[config.mk]
export PLATFORM = sky130hd
export DESIGN_NAME = mtc_trigger
export DESIGN_NICKNAME = d
export VERILOG_FILES = /design/src/hdl/mtc_pkg.sv /design/src/hdl/mtc_trigger.sv
export VERILOG_INCLUDE_DIRS = /design/src /design/src/hdl
export SDC_FILE = /design/constraint.sdc
export NUM_CORES = 1
export LEC_CHECK = 0
export BUFFER_PORTS_ARGS = -buffer_cell sky130_fd_sc_hd__clkbuf_2
export CAP_MARGIN = 25
export CORE_UTILIZATION = 31
export CTS_BUF_LIST = sky130_fd_sc_hd__clkbuf_8
export CTS_CLUSTER_DIAMETER = 150
export DETAILED_ROUTE_END_ITERATION = 10
export SYNTH_ARGS = -nofsm -noshare
export SYNTH_HDL_FRONTEND = slang
export SYNTH_SLANG_ARGS = --single-unit
[constraint.sdc]
create_clock -name ref_clk -period 5.6 [get_ports ref_clk]
set_clock_uncertainty 0.1 [all_clocks]
set_input_delay 0.56 -clock ref_clk [delete_from_list [all_inputs] [get_ports ref_clk]]
set_output_delay 0.56 -clock ref_clk [all_outputs]
set_load 0.01 [all_outputs]
[src/hdl/mtc_consts.svh]
// Purpose: constants of the measurement trigger controller
// Assumes: 50 MHz ref_clk
// Notes: definitions only
`ifndef MTC_CONSTS_SVH
`define MTC_CONSTS_SVH
// register offsets
`define MTC_REG_CTRL 4'h0
`define MTC_REG_COUNT 4'h1
`define MTC_REG_DELAY 4'h2
`define MTC_REG_AUTO 4'h3
`define MTC_REG_SOURCE 4'h4
`define MTC_REG_STATUS 4'h5
`define MTC_REG_DONE 4'h6
`define MTC_REG_SRCNAME 4'h7
`define MTC_REG_FUNC 4'h8
// ctrl command bits
`define MTC_CMD_INIT 0
`define MTC_CMD_ABORT 1
`define MTC_CMD_SWTRIG 2
`define MTC_CMD_BUSTRIG 3
`define MTC_CMD_CONF 4
`define MTC_CMD_MEAS 5
`define MTC_CMD_READQ 6
`define MTC_CMD_FETCH 7
`define MTC_CMD_CNTMIN 8
`define MTC_CMD_CNTMAX 9
`define MTC_CMD_DELMIN 10
`define MTC_CMD_DELMAX 11
// limits and reset values
`define MTC_COUNT_MIN 24'h00_0001
`define MTC_COUNT_MAX 24'hff_ffff
`define MTC_DELAY_MAX 24'hff_ffff
`define MTC_DELAY_AC_US 24'h07_a120
`define MTC_DELAY_ZERO 24'h00_0000
// time base
`define MTC_TICK_NS 1000
`define MTC_CLK_NS 20
`define MTC_TICK_CYC (`MTC_TICK_NS / `MTC_CLK_NS)
// source name words, up to four ascii bytes each, zero-padded in the top byte
`define MTC_NAME_BUS 32'h0042_5553
`define MTC_NAME_EXT 32'h0045_5854
`define MTC_NAME_HOLD 32'h484f_4c44
`define MTC_NAME_IMM 32'h0049_4d4d
`define MTC_NAME_TTL 32'h0054_544c
`endif

[src/hdl/mtc_pkg.sv]
// Purpose: types of the measurement trigger controller
// Assumes: nothing
// Notes: source codes are register values
package mtc_pkg;
  typedef enum logic [3:0] {
    MTC_SRC_BUS = 4'h0,
    MTC_SRC_EXT = 4'h1,
    MTC_SRC_HOLD = 4'h2,
    MTC_SRC_IMM = 4'h3,
    MTC_SRC_LINE = 4'h8
  } mtc_src_t;
  typedef enum logic [1:0] {
    MTC_ST_IDLE = 2'b00,
    MTC_ST_WAIT = 2'b01,
    MTC_ST_DELAY = 2'b10,
    MTC_ST_MEAS = 2'b11
  } mtc_state_t;
  typedef enum logic [1:0] {
    MTC_FN_DCV = 2'b00,
    MTC_FN_RES = 2'b01,
    MTC_FN_ACV = 2'b10
  } mtc_func_t;
endpackage

[src/hdl/mtc_trigger.sv]
// Purpose: trigger controller of a multimeter measurement engine
// Assumes: one 50 MHz clock; software drives the register port
// Notes: source codes 8..15 pick backplane lines 0..7
`timescale 1ns/1ps
`default_nettype none
`include "mtc_consts.svh"

module mtc_trigger
  import mtc_pkg::*;
#(
  parameter int CW = 24,
  parameter bit HAS_LINES = 1'b1,
  parameter int SCAN_MODE = 0,
  parameter int BURST_LEN = 1
)
(
  input wire logic ref_clk,
  input wire logic nrst,
  input wire logic [3:0] reg_addr,
  input wire logic [31:0] reg_wdata,
  input wire logic reg_wr,
  input wire logic reg_rd,
  output logic [31:0] reg_rdata_ff,
  input wire logic ext_trig_n,
  input wire logic [7:0] line_trig,
  input wire logic meas_done,
  output logic meas_start_ff,
  output logic first_of_burst_ff,
  output logic armed_ff,
  output logic trig_ignored_ff,
  output logic read_refused_ff,
  output logic fetch_ff,
  output logic to_memory_ff
);

  // =====================================================
  // reset release and input synchronisers
  // =====================================================
  logic [1:0] rst_sync_ff;
  logic rst_n;
  always_ff @(posedge ref_clk or negedge nrst)
  begin
    if (!nrst)
      rst_sync_ff <= 2'b00;
    else
      rst_sync_ff <= {rst_sync_ff[0], 1'b1};
  end
  assign rst_n = rst_sync_ff[1];

  logic [2:0] ext_sync_ff;
  logic ext_level_ff;
  logic [7:0] line_s1_ff;
  logic [7:0] line_s2_ff;
  logic [7:0] line_s3_ff;
  logic [7:0] line_level_ff;
  always_ff @(posedge ref_clk or negedge rst_n)
  begin
    if (!rst_n)
    begin
      ext_sync_ff <= 3'b111;
      ext_level_ff <= 1'b1;
      line_s1_ff <= 8'h00;
      line_s2_ff <= 8'h00;
      line_s3_ff <= 8'h00;
      line_level_ff <= 8'h00;
    end
    else
    begin
      ext_sync_ff <= {ext_sync_ff[1:0], ext_trig_n};
      if (ext_sync_ff[1] == ext_sync_ff[2])
        ext_level_ff <= ext_sync_ff[2];
      line_s1_ff <= line_trig;
      line_s2_ff <= line_s1_ff;
      line_s3_ff <= line_s2_ff;
      line_level_ff <= (line_s2_ff & line_s3_ff) | (line_level_ff & (line_s2_ff | line_s3_ff));
    end
  end

  // falling edge once the agreed level drops
  logic ext_fall;
  assign ext_fall = ext_level_ff && (ext_sync_ff[1] == ext_sync_ff[2]) && !ext_sync_ff[2];

  // =====================================================
  // command decode
  // =====================================================
  logic ctrl_wr;
  logic [31:0] cmd;
  assign ctrl_wr = reg_wr && (reg_addr == `MTC_REG_CTRL);
  assign cmd = ctrl_wr ? reg_wdata : 32'h0000_0000;

  logic c_init;
  logic c_abort;
  logic c_sw;
  logic c_bus;
  logic c_conf;
  logic c_meas;
  logic c_readq;
  assign c_init = cmd[`MTC_CMD_INIT];
  assign c_abort = cmd[`MTC_CMD_ABORT];
  assign c_sw = cmd[`MTC_CMD_SWTRIG];
  assign c_bus = cmd[`MTC_CMD_BUSTRIG];
  assign c_conf = cmd[`MTC_CMD_CONF];
  assign c_meas = cmd[`MTC_CMD_MEAS];
  assign c_readq = cmd[`MTC_CMD_READQ];

  // =====================================================
  // settings
  // =====================================================
  mtc_src_t src_ff;
  mtc_func_t func_ff;
  logic [CW-1:0] count_ff;
  logic [CW-1:0] delay_ff;
  logic auto_ff;

  function automatic logic [CW-1:0] min_delay(input mtc_func_t f);
    min_delay = (f == MTC_FN_ACV) ? CW'(`MTC_DELAY_AC_US) : CW'(`MTC_DELAY_ZERO);
  endfunction

  function automatic logic src_valid(input logic [3:0] s);
    src_valid = (s <= 4'h3) || (HAS_LINES && s[3]);
  endfunction

  logic bus_or_hold;
  assign bus_or_hold = (src_ff == MTC_SRC_BUS) || (src_ff == MTC_SRC_HOLD);

  always_ff @(posedge ref_clk or negedge rst_n)
  begin
    if (!rst_n)
      src_ff <= MTC_SRC_IMM;
    else if (c_conf || c_meas)
      src_ff <= MTC_SRC_IMM;
    else if (reg_wr && reg_addr == `MTC_REG_SOURCE && src_valid(reg_wdata[3:0]))
      src_ff <= mtc_src_t'(reg_wdata[3:0]);
  end

  always_ff @(posedge ref_clk or negedge rst_n)
  begin
    if (!rst_n)
      func_ff <= MTC_FN_DCV;
    else if (reg_wr && reg_addr == `MTC_REG_FUNC && reg_wdata[1:0] != 2'b11)
      func_ff <= mtc_func_t'(reg_wdata[1:0]);
  end

  always_ff @(posedge ref_clk or negedge rst_n)
  begin
    if (!rst_n)
      count_ff <= CW'(`MTC_COUNT_MIN);
    else if (c_conf || c_meas)
      count_ff <= CW'(`MTC_COUNT_MIN);
    else if (reg_wr && reg_addr == `MTC_REG_COUNT && reg_wdata[CW-1:0] != '0)
      count_ff <= reg_wdata[CW-1:0];
  end

  logic [CW-1:0] eff_delay;
  assign eff_delay = auto_ff ? min_delay(func_ff) : delay_ff;

  always_ff @(posedge ref_clk or negedge rst_n)
  begin
    if (!rst_n)
    begin
      delay_ff <= CW'(`MTC_DELAY_ZERO);
      auto_ff <= 1'b1;
    end
    else if (reg_wr && reg_addr == `MTC_REG_DELAY)
    begin
      delay_ff <= (reg_wdata[CW-1:0] < min_delay(func_ff)) ? min_delay(func_ff)
        : reg_wdata[CW-1:0];
      auto_ff <= 1'b0;
    end
    else if (reg_wr && reg_addr == `MTC_REG_AUTO)
      auto_ff <= reg_wdata[0];
  end

  // =====================================================
  // trigger state machine
  // =====================================================
  mtc_state_t state_ff;
  logic [CW-1:0] trig_left_ff;
  logic [CW-1:0] dly_ff;
  logic [7:0] tick_ff;
  logic [15:0] burst_ff;
  logic sw_path_ff;

  logic line_hit;
  always_comb
  begin
    line_hit = 1'b0;
    if (HAS_LINES && src_ff[3])
      line_hit = line_level_ff[src_ff[2:0]] == 1'b0 && line_s3_ff[src_ff[2:0]] == 1'b0
        && line_level_ff != 8'h00 ? 1'b0 : line_level_ff[src_ff[2:0]];
  end

  logic sw_ok;
  logic hw_trig;
  logic take_trig;
  assign sw_ok = c_sw && state_ff == MTC_ST_WAIT && bus_or_hold;
  always_comb
  begin
    case (src_ff)
      MTC_SRC_BUS: hw_trig = c_bus;
      MTC_SRC_EXT: hw_trig = ext_fall;
      MTC_SRC_HOLD: hw_trig = 1'b0;
      MTC_SRC_IMM: hw_trig = 1'b1;
      default: hw_trig = line_hit;
    endcase
  end
  assign take_trig = state_ff == MTC_ST_WAIT && (hw_trig || sw_ok);

  logic refuse_read;
  logic arm;
  assign refuse_read = c_readq && bus_or_hold;
  assign arm = c_init || c_meas || (c_readq && !bus_or_hold);

  logic tick;
  assign tick = tick_ff == 8'(`MTC_TICK_CYC - 1);

  always_ff @(posedge ref_clk or negedge rst_n)
  begin
    if (!rst_n)
      tick_ff <= 8'h00;
    else if (state_ff != MTC_ST_DELAY || tick)
      tick_ff <= 8'h00;
    else
      tick_ff <= tick_ff + 8'h01;
  end

  always_ff @(posedge ref_clk or negedge rst_n)
  begin
    if (!rst_n)
    begin
      state_ff <= MTC_ST_IDLE;
      trig_left_ff <= '0;
      dly_ff <= '0;
      burst_ff <= 16'h0000;
      sw_path_ff <= 1'b0;
      meas_start_ff <= 1'b0;
      first_of_burst_ff <= 1'b0;
    end
    else
    begin
      meas_start_ff <= 1'b0;
      first_of_burst_ff <= 1'b0;
      if (c_abort)
        state_ff <= MTC_ST_IDLE;
      else
        case (state_ff)
          MTC_ST_IDLE:
            if (arm)
            begin
              state_ff <= MTC_ST_WAIT;
              trig_left_ff <= count_ff;
              sw_path_ff <= 1'b0;
            end
          MTC_ST_WAIT:
            if (take_trig)
            begin
              dly_ff <= eff_delay;
              sw_path_ff <= sw_ok;
              burst_ff <= 16'(BURST_LEN);
              state_ff <= MTC_ST_DELAY;
            end
          MTC_ST_DELAY:
            if (dly_ff == '0)
            begin
              meas_start_ff <= 1'b1;
              first_of_burst_ff <= 1'b1;
              state_ff <= MTC_ST_MEAS;
            end
            else if (tick)
              dly_ff <= dly_ff - CW'(1);
          MTC_ST_MEAS:
            if (meas_done)
            begin
              if (burst_ff > 16'h0001)
              begin
                burst_ff <= burst_ff - 16'h0001;
                meas_start_ff <= 1'b1;
              end
              else if (trig_left_ff <= CW'(1))
                state_ff <= MTC_ST_IDLE;
              else
              begin
                trig_left_ff <= trig_left_ff - CW'(1);
                state_ff <= MTC_ST_WAIT;
              end
            end
          default: state_ff <= MTC_ST_IDLE;
        endcase
    end
  end

  // =====================================================
  // event outputs
  // =====================================================
  always_ff @(posedge ref_clk or negedge rst_n)
  begin
    if (!rst_n)
    begin
      armed_ff <= 1'b0;
      trig_ignored_ff <= 1'b0;
      read_refused_ff <= 1'b0;
      fetch_ff <= 1'b0;
      to_memory_ff <= 1'b0;
    end
    else
    begin
      armed_ff <= state_ff == MTC_ST_WAIT;
      trig_ignored_ff <= (c_sw || (c_bus && src_ff == MTC_SRC_BUS)) && !take_trig;
      read_refused_ff <= refuse_read;
      fetch_ff <= cmd[`MTC_CMD_FETCH];
      to_memory_ff <= sw_path_ff && state_ff != MTC_ST_IDLE;
    end
  end

  // =====================================================
  // register read port
  // =====================================================
  logic [31:0] src_name;
  always_comb
  begin
    case (src_ff)
      MTC_SRC_BUS: src_name = `MTC_NAME_BUS;
      MTC_SRC_EXT: src_name = `MTC_NAME_EXT;
      MTC_SRC_HOLD: src_name = `MTC_NAME_HOLD;
      MTC_SRC_IMM: src_name = `MTC_NAME_IMM;
      default: src_name = `MTC_NAME_TTL;
    endcase
  end

  // min/max query forms use the query flags of the last ctrl write
  logic [1:0] qsel_ff;
  always_ff @(posedge ref_clk or negedge rst_n)
  begin
    if (!rst_n)
      qsel_ff <= 2'b00;
    else if (ctrl_wr)
      qsel_ff <= {reg_wdata[`MTC_CMD_CNTMAX] | reg_wdata[`MTC_CMD_DELMAX],
                  reg_wdata[`MTC_CMD_CNTMIN] | reg_wdata[`MTC_CMD_DELMIN]};
  end

  always_ff @(posedge ref_clk or negedge rst_n)
  begin
    if (!rst_n)
      reg_rdata_ff <= 32'h0000_0000;
    else if (!reg_rd)
      reg_rdata_ff <= 32'h0000_0000;
    else if (reg_addr == `MTC_REG_COUNT)
      reg_rdata_ff <= qsel_ff[1] ? 32'(`MTC_COUNT_MAX) : qsel_ff[0] ? 32'(`MTC_COUNT_MIN)
        : 32'(count_ff);
    else if (reg_addr == `MTC_REG_DELAY)
      reg_rdata_ff <= qsel_ff[1] ? 32'(`MTC_DELAY_MAX) : qsel_ff[0] ? 32'(min_delay(func_ff))
        : 32'(eff_delay);
    else if (reg_addr == `MTC_REG_AUTO)
      reg_rdata_ff <= {31'h0000_0000, auto_ff};
    else if (reg_addr == `MTC_REG_SOURCE)
      reg_rdata_ff <= {28'h000_0000, src_ff};
    else if (reg_addr == `MTC_REG_STATUS)
      reg_rdata_ff <= {28'h000_0000, sw_path_ff, armed_ff, state_ff};
    else if (reg_addr == `MTC_REG_DONE)
      reg_rdata_ff <= 32'(trig_left_ff);
    else if (reg_addr == `MTC_REG_SRCNAME)
      reg_rdata_ff <= src_name;
    else if (reg_addr == `MTC_REG_FUNC)
      reg_rdata_ff <= {30'h0000_0000, func_ff};
    else
      reg_rdata_ff <= 32'h0000_0000;
  end

endmodule
`default_nettype wire
==> impl_metrics.prom <==
# TYPE chip_impl_metric gauge
chip_impl_info{name="run_status",value="complete, no violations"} 1
chip_impl_metric{name="initial_antenna_violation_count",unit=""} 1
chip_impl_metric{name="number_of_flops_mapped_to_enable_cells_by_yosys",unit=""} 0
chip_impl_metric{name="first_global_vias",unit=""} 9147
chip_impl_metric{name="timing.hold.worst_path_depth",unit=""} 1
chip_impl_info{name="cts_root_buffer",value="sky130_fd_sc_hd__clkbuf_8"} 1
chip_impl_metric{name="wl_per_cell",unit="um"} 19.9
chip_impl_metric{name="synthCells",unit=""} 1187
chip_impl_metric{name="ff2ff_path_depth",unit=""} 6
chip_impl_metric{name="worstSetupPathDepth",unit=""} 6
chip_impl_metric{name="final_cell_area",unit="mm^2"} 0.0123
chip_impl_metric{name="grt_first_pass_wirelength",unit="um"} 53400
chip_impl_metric{name="tightest_slew",unit="ns"} 1.08
chip_impl_metric{name="critPathMaxFanout",unit=""} 21
chip_impl_metric{name="grt_use_met1",unit=""} 0.268
chip_impl_metric{name="grt_use_met2",unit=""} 0.298
chip_impl_metric{name="yosysUniqueCellTypes",unit=""} 80
chip_impl_info{name="cts_tree",value="built"} 1
chip_impl_metric{name="place_ws",unit="ns"} 1.71
chip_impl_metric{name="postSynth.asyncResetShare",unit=""} 1.00
chip_impl_info{name="cpMaxStageDelayCell",value="sky130_fd_sc_hd__nor4_1"} 1
chip_impl_metric{name="finalSetupViolations",unit=""} 0
chip_impl_metric{name="fp.coreArea",unit="mm^2"} 0.0338
chip_impl_metric{name="report.final.hold_viol_count",unit=""} 0
chip_impl_metric{name="stdcell_count",unit=""} 1722
chip_impl_metric{name="pwr_density_cell",unit="mW/mm^2"} 465
chip_impl_metric{name="number_of_gates_given_a_new_drive_strength_after_cts",unit=""} 0
chip_impl_metric{name="syn_avg_cell_area",unit="um^2"} 9.03
chip_impl_info{name="min_delay_worst_type",value="in2reg"} 1
chip_impl_metric{name="cp_data_required_time",unit="ns"} 5.89
chip_impl_metric{name="initialDrtViolationCount",unit=""} 1090
chip_impl_info{name="crit_chain",value="nor4_1, nand3_1, nor3_1, nand2_1, nand2_1, o2bb2ai_1"} 1
chip_impl_info{name="synth_largest_area_cell",value="sky130_fd_sc_hd__dfrtp_1"} 1
chip_impl_info{name="worst-setup-path-type",value="reg2reg"} 1
chip_impl_metric{name="top_level_ports",unit=""} 89
chip_impl_metric{name="p_sw_frac",unit=""} 0.417
chip_impl_info{name="gr-max-usage-layer",value="met2"} 1
chip_impl_metric{name="max_freq",unit="MHz"} 258
chip_impl_metric{name="cts_max_level",unit=""} 2
chip_impl_metric{name="p_clk_frac",unit=""} 0.252
chip_impl_metric{name="global_route.usage.total",unit=""} 0.192
chip_impl_metric{name="power_leakage",unit="uW"} 0.00529
chip_impl_metric{name="post-route-worst-setup-slack",unit="ns"} 1.73
chip_impl_metric{name="post_dp_cell_area",unit="mm^2"} 0.0115
chip_impl_metric{name="numClockSinks",unit=""} 202
chip_impl_metric{name="net_switching_power",unit="uW"} 2390
chip_impl_metric{name="routed-via-count",unit=""} 9754
chip_impl_metric{name="cts_made_buffers",unit=""} 36
chip_impl_metric{name="num_antenna_cells",unit=""} 0
chip_impl_metric{name="post_layout_nets",unit=""} 1314
chip_impl_metric{name="power.ir.vdd_worst",unit="uV"} 222
chip_impl_metric{name="dpl.cell_count",unit=""} 1650
chip_impl_info{name="rsz_0062_raised_after_global_routing",value="false"} 1
chip_impl_metric{name="fin_setup_tns",unit="ns"} 0
chip_impl_metric{name="core.rowCount",unit=""} 67
chip_impl_metric{name="initial_utilization",unit=""} 0.317
chip_impl_info{name="worst_setup_path_start_kind",value="flip-flop"} 1
chip_impl_metric{name="post-route-drc-count",unit=""} 0
chip_impl_metric{name="yosys_register_bits",unit=""} 202
chip_impl_metric{name="total_power",unit="uW"} 5730
chip_impl_metric{name="numPortBuffers",unit=""} 74
chip_impl_metric{name="ys_seq_area_frac",unit=""} 0.473
chip_impl_metric{name="drt-vias-per-instance",unit=""} 5.66
chip_impl_metric{name="internal_power",unit="uW"} 3340
chip_impl_metric{name="wl",unit="um"} 34300
chip_impl_metric{name="cts_setup_buffers",unit=""} 0
chip_impl_metric{name="sequentialPowerShare",unit=""} 0.380
chip_impl_metric{name="comb_power_share",unit=""} 0.368
chip_impl_metric{name="gp_routability_congestion",unit=""} 0.952
chip_impl_metric{name="ys.warnings.count",unit=""} 0
chip_impl_metric{name="clkLatencyLatePin",unit="ns"} 0.55
chip_impl_metric{name="final_layout_size_suffix_gt1_frac",unit=""} 0.137
chip_impl_info{name="cpMostUsedCell",value="sky130_fd_sc_hd__nand2_1"} 1
chip_impl_metric{name="fp.dieW",unit="um"} 188
chip_impl_metric{name="cp_num_buf_inv",unit=""} 0
chip_impl_metric{name="detailed_place_hpwl",unit="um"} 24000
chip_impl_metric{name="ant_nets",unit=""} 0
chip_impl_metric{name="clockBufferDepth",unit=""} 3
chip_impl_metric{name="grt-ovfl-total",unit=""} 0
chip_impl_metric{name="worst-endpoint-arrival",unit="ns"} 4.17
chip_impl_metric{name="post-synth-top-area-fraction",unit=""} 0.453
chip_impl_metric{name="design.die.area",unit="mm^2"} 0.0353
chip_impl_metric{name="finalMaxSlewViolations",unit=""} 0
chip_impl_info{name="postSynth.topFlopCell",value="sky130_fd_sc_hd__dfrtp_1"} 1
chip_impl_info{name="worst_path_dominant_cell_family",value="simple AND/OR/NAND/NOR gates"} 1
chip_impl_info{name="timing.critical_path.to_type",value="flip-flop"} 1
chip_impl_metric{name="final_min_period_over_clock_period",unit=""} 0.691
chip_impl_metric{name="layout_min_cycle_time",unit="ns"} 3.87
chip_impl_metric{name="maxCapViolations",unit=""} 0
chip_impl_metric{name="grt.met3_usage",unit=""} 0.0301
chip_impl_metric{name="grt_start_max_net_pins",unit=""} 201
chip_impl_metric{name="maxSlewHeadroom",unit=""} 0.280
chip_impl_metric{name="areaGrowthSynthToFinish",unit="%"} 15.1
chip_impl_metric{name="chipHeight",unit="um"} 188
chip_impl_metric{name="critical_path.max_stage_delay",unit="ns"} 0.81
chip_impl_metric{name="dr.pass1.iters",unit=""} 5
chip_impl_info{name="post_synth_main_area_contributors",value="sky130_fd_sc_hd__dfrtp_1 (45%), sky130_fd_sc_hd__nand2_1 (5.1%), sky130_fd_sc_hd__a21oi_1 (5.0%), sky130_fd_sc_hd__nor2_1 (3.1%), sky130_fd_sc_hd__o21ai_0 (2.7%)"} 1
chip_impl_metric{name="cts.reportedPaths.clkPinSlew",unit="ns"} 0.06
chip_impl_metric{name="synthesis.area",unit="mm^2"} 0.0107
[layout by cell type, fill, tap and decap left out, drive strengths merged, types with 12 or more instances in the layout]
| cell type | netlist | final |
|---|---|---|
| a22o | 16 | 16 |
| or4 | 14 | 14 |
| clkbuf | 67 | 121 |
| nor2 | 89 | 89 |
| nand2 | 146 | 146 |
| a31oi | 19 | 19 |
| inv | 31 | 42 |
| and3 | 18 | 18 |
| o21ai | 61 | 61 |
| o2bb2ai | 14 | 14 |
| nand3 | 49 | 49 |
| dfrtp | 194 | 194 |
| nor3 | 41 | 41 |
| buf | 16 | 19 |
| a211oi | 12 | 12 |
| ha | 17 | 17 |
| o31ai | 21 | 21 |
| nor4 | 29 | 29 |
| a21oi | 106 | 106 |
[final cells by class]
cell class / instances / area [um^2]
clock buffer: 47 / 647
fill: 3434 / 21500
multi-input combinational: 873 / 5220
clock inverter: 18 / 106
sequential: 202 / 5070
timing repair buffer: 100 / 599
inverter: 34 / 128
tap: 448 / 561
[logic make-up (layout without fill, tap and decap cells)]
logic type | after synthesis | in the layout | synth area share
compound gates | 357 | 357 | 0.221
xor+xnor | 7 | 7 | 0.00572
fa+ha+maj | 26 | 26 | 0.0283
buf+inv | 117 | 199 | 0.0445
flops | 202 | 202 | 0.473
mux | 8 | 8 | 0.00748
other cells | 2 | 7 | 0.000701
simple gates | 468 | 468 | 0.219
[layer usage]
metal,vias up,share of wire,wire length (um)
li1,4512,-,-
met1,4766,0.44,15000
met2,408,0.46,15700
met3,68,0.071,2430
met4,0,0.033,1120
met5,-,0,0
[timing repair]
action / CTS / global route
hold buffers: 7 / 0
hold endpoints to repair: 8 / 0
endpoints found under the setup margin: 0 / 0
[cells in the mapped netlist, types with 10 or more instances]
library cell / instances
sky130_fd_sc_hd__dfrtp_1: 194
sky130_fd_sc_hd__nand2_1: 146
sky130_fd_sc_hd__a21oi_1: 106
sky130_fd_sc_hd__nor2_1: 89
sky130_fd_sc_hd__clkbuf_1: 67
sky130_fd_sc_hd__o21ai_0: 58
sky130_fd_sc_hd__nand3_1: 49
sky130_fd_sc_hd__nor3_1: 41
sky130_fd_sc_hd__inv_1: 31
sky130_fd_sc_hd__nor4_1: 28
sky130_fd_sc_hd__o31ai_1: 21
sky130_fd_sc_hd__a31oi_1: 19
sky130_fd_sc_hd__and3_1: 18
sky130_fd_sc_hd__ha_1: 17
sky130_fd_sc_hd__a22o_1: 16
sky130_fd_sc_hd__o2bb2ai_1: 14
sky130_fd_sc_hd__a211oi_1: 12
sky130_fd_sc_hd__a22oi_1: 11
sky130_fd_sc_hd__nand2b_1: 11
sky130_fd_sc_hd__nand4b_1: 11
sky130_fd_sc_hd__nor3b_1: 11
sky130_fd_sc_hd__o211ai_1: 11
sky130_fd_sc_hd__or4_1: 11
sky130_fd_sc_hd__nand4_1: 10
[power by group through the flow]
stage	clock [uW]	combinational [uW]	sequential, uW
after detailed placement	0	2090	2190
final	1440	2110	2180
after global placement	0	2050	2180
after floorplan	0	1590	2050
after CTS	1480	2100	2170
after global routing	1540	2330	2220
[stage by stage]
stage | hold WS [ns] | utilization
after detailed placement | 0.236 | 0.340
after global placement | 0.233 | 0.340
final | 0.0299 | 0.365
after CTS | 0.00253 | 0.365
after global routing | 0.0153 | 0.365
after floorplan | 0.164 | -
[worst paths after layout]
| path | to | startpoint | slack, ns |
|---|---|---|---|
| setup / recovery | dly_ff[22] | dly_ff[8] | 1.73 |
| hold / removal | line_s1_ff[2] | line_trig[2] | 0.03 |
| setup reg to reg | dly_ff[22] | dly_ff[8] | 1.73 |
| hold reg to reg | line_s2_ff[2] | line_s1_ff[2] | 0.25 |
| max in group asynchronous | dly_ff[10] | rst_sync_ff[1] | 4.15 |
| min in group asynchronous | rst_sync_ff[1] | nrst | 0.24 |
[state kept, by name, summed over array words and instances (netlist names), 3 cells and up]
| register | cells |
|---|---|
| count_ff | 24 |
| ext_sync_ff | 3 |
| delay_ff | 24 |
| dly_ff | 24 |
| line_s3_ff | 8 |
| trig_left_ff | 24 |
| tick_ff | 8 |
| reg_rdata_ff | 25 |
| burst_ff | 16 |
| line_level_ff | 8 |
| line_s2_ff | 8 |
| line_s1_ff | 8 |
| src_ff | 4 |
Power figures use the tool's default switching activity.
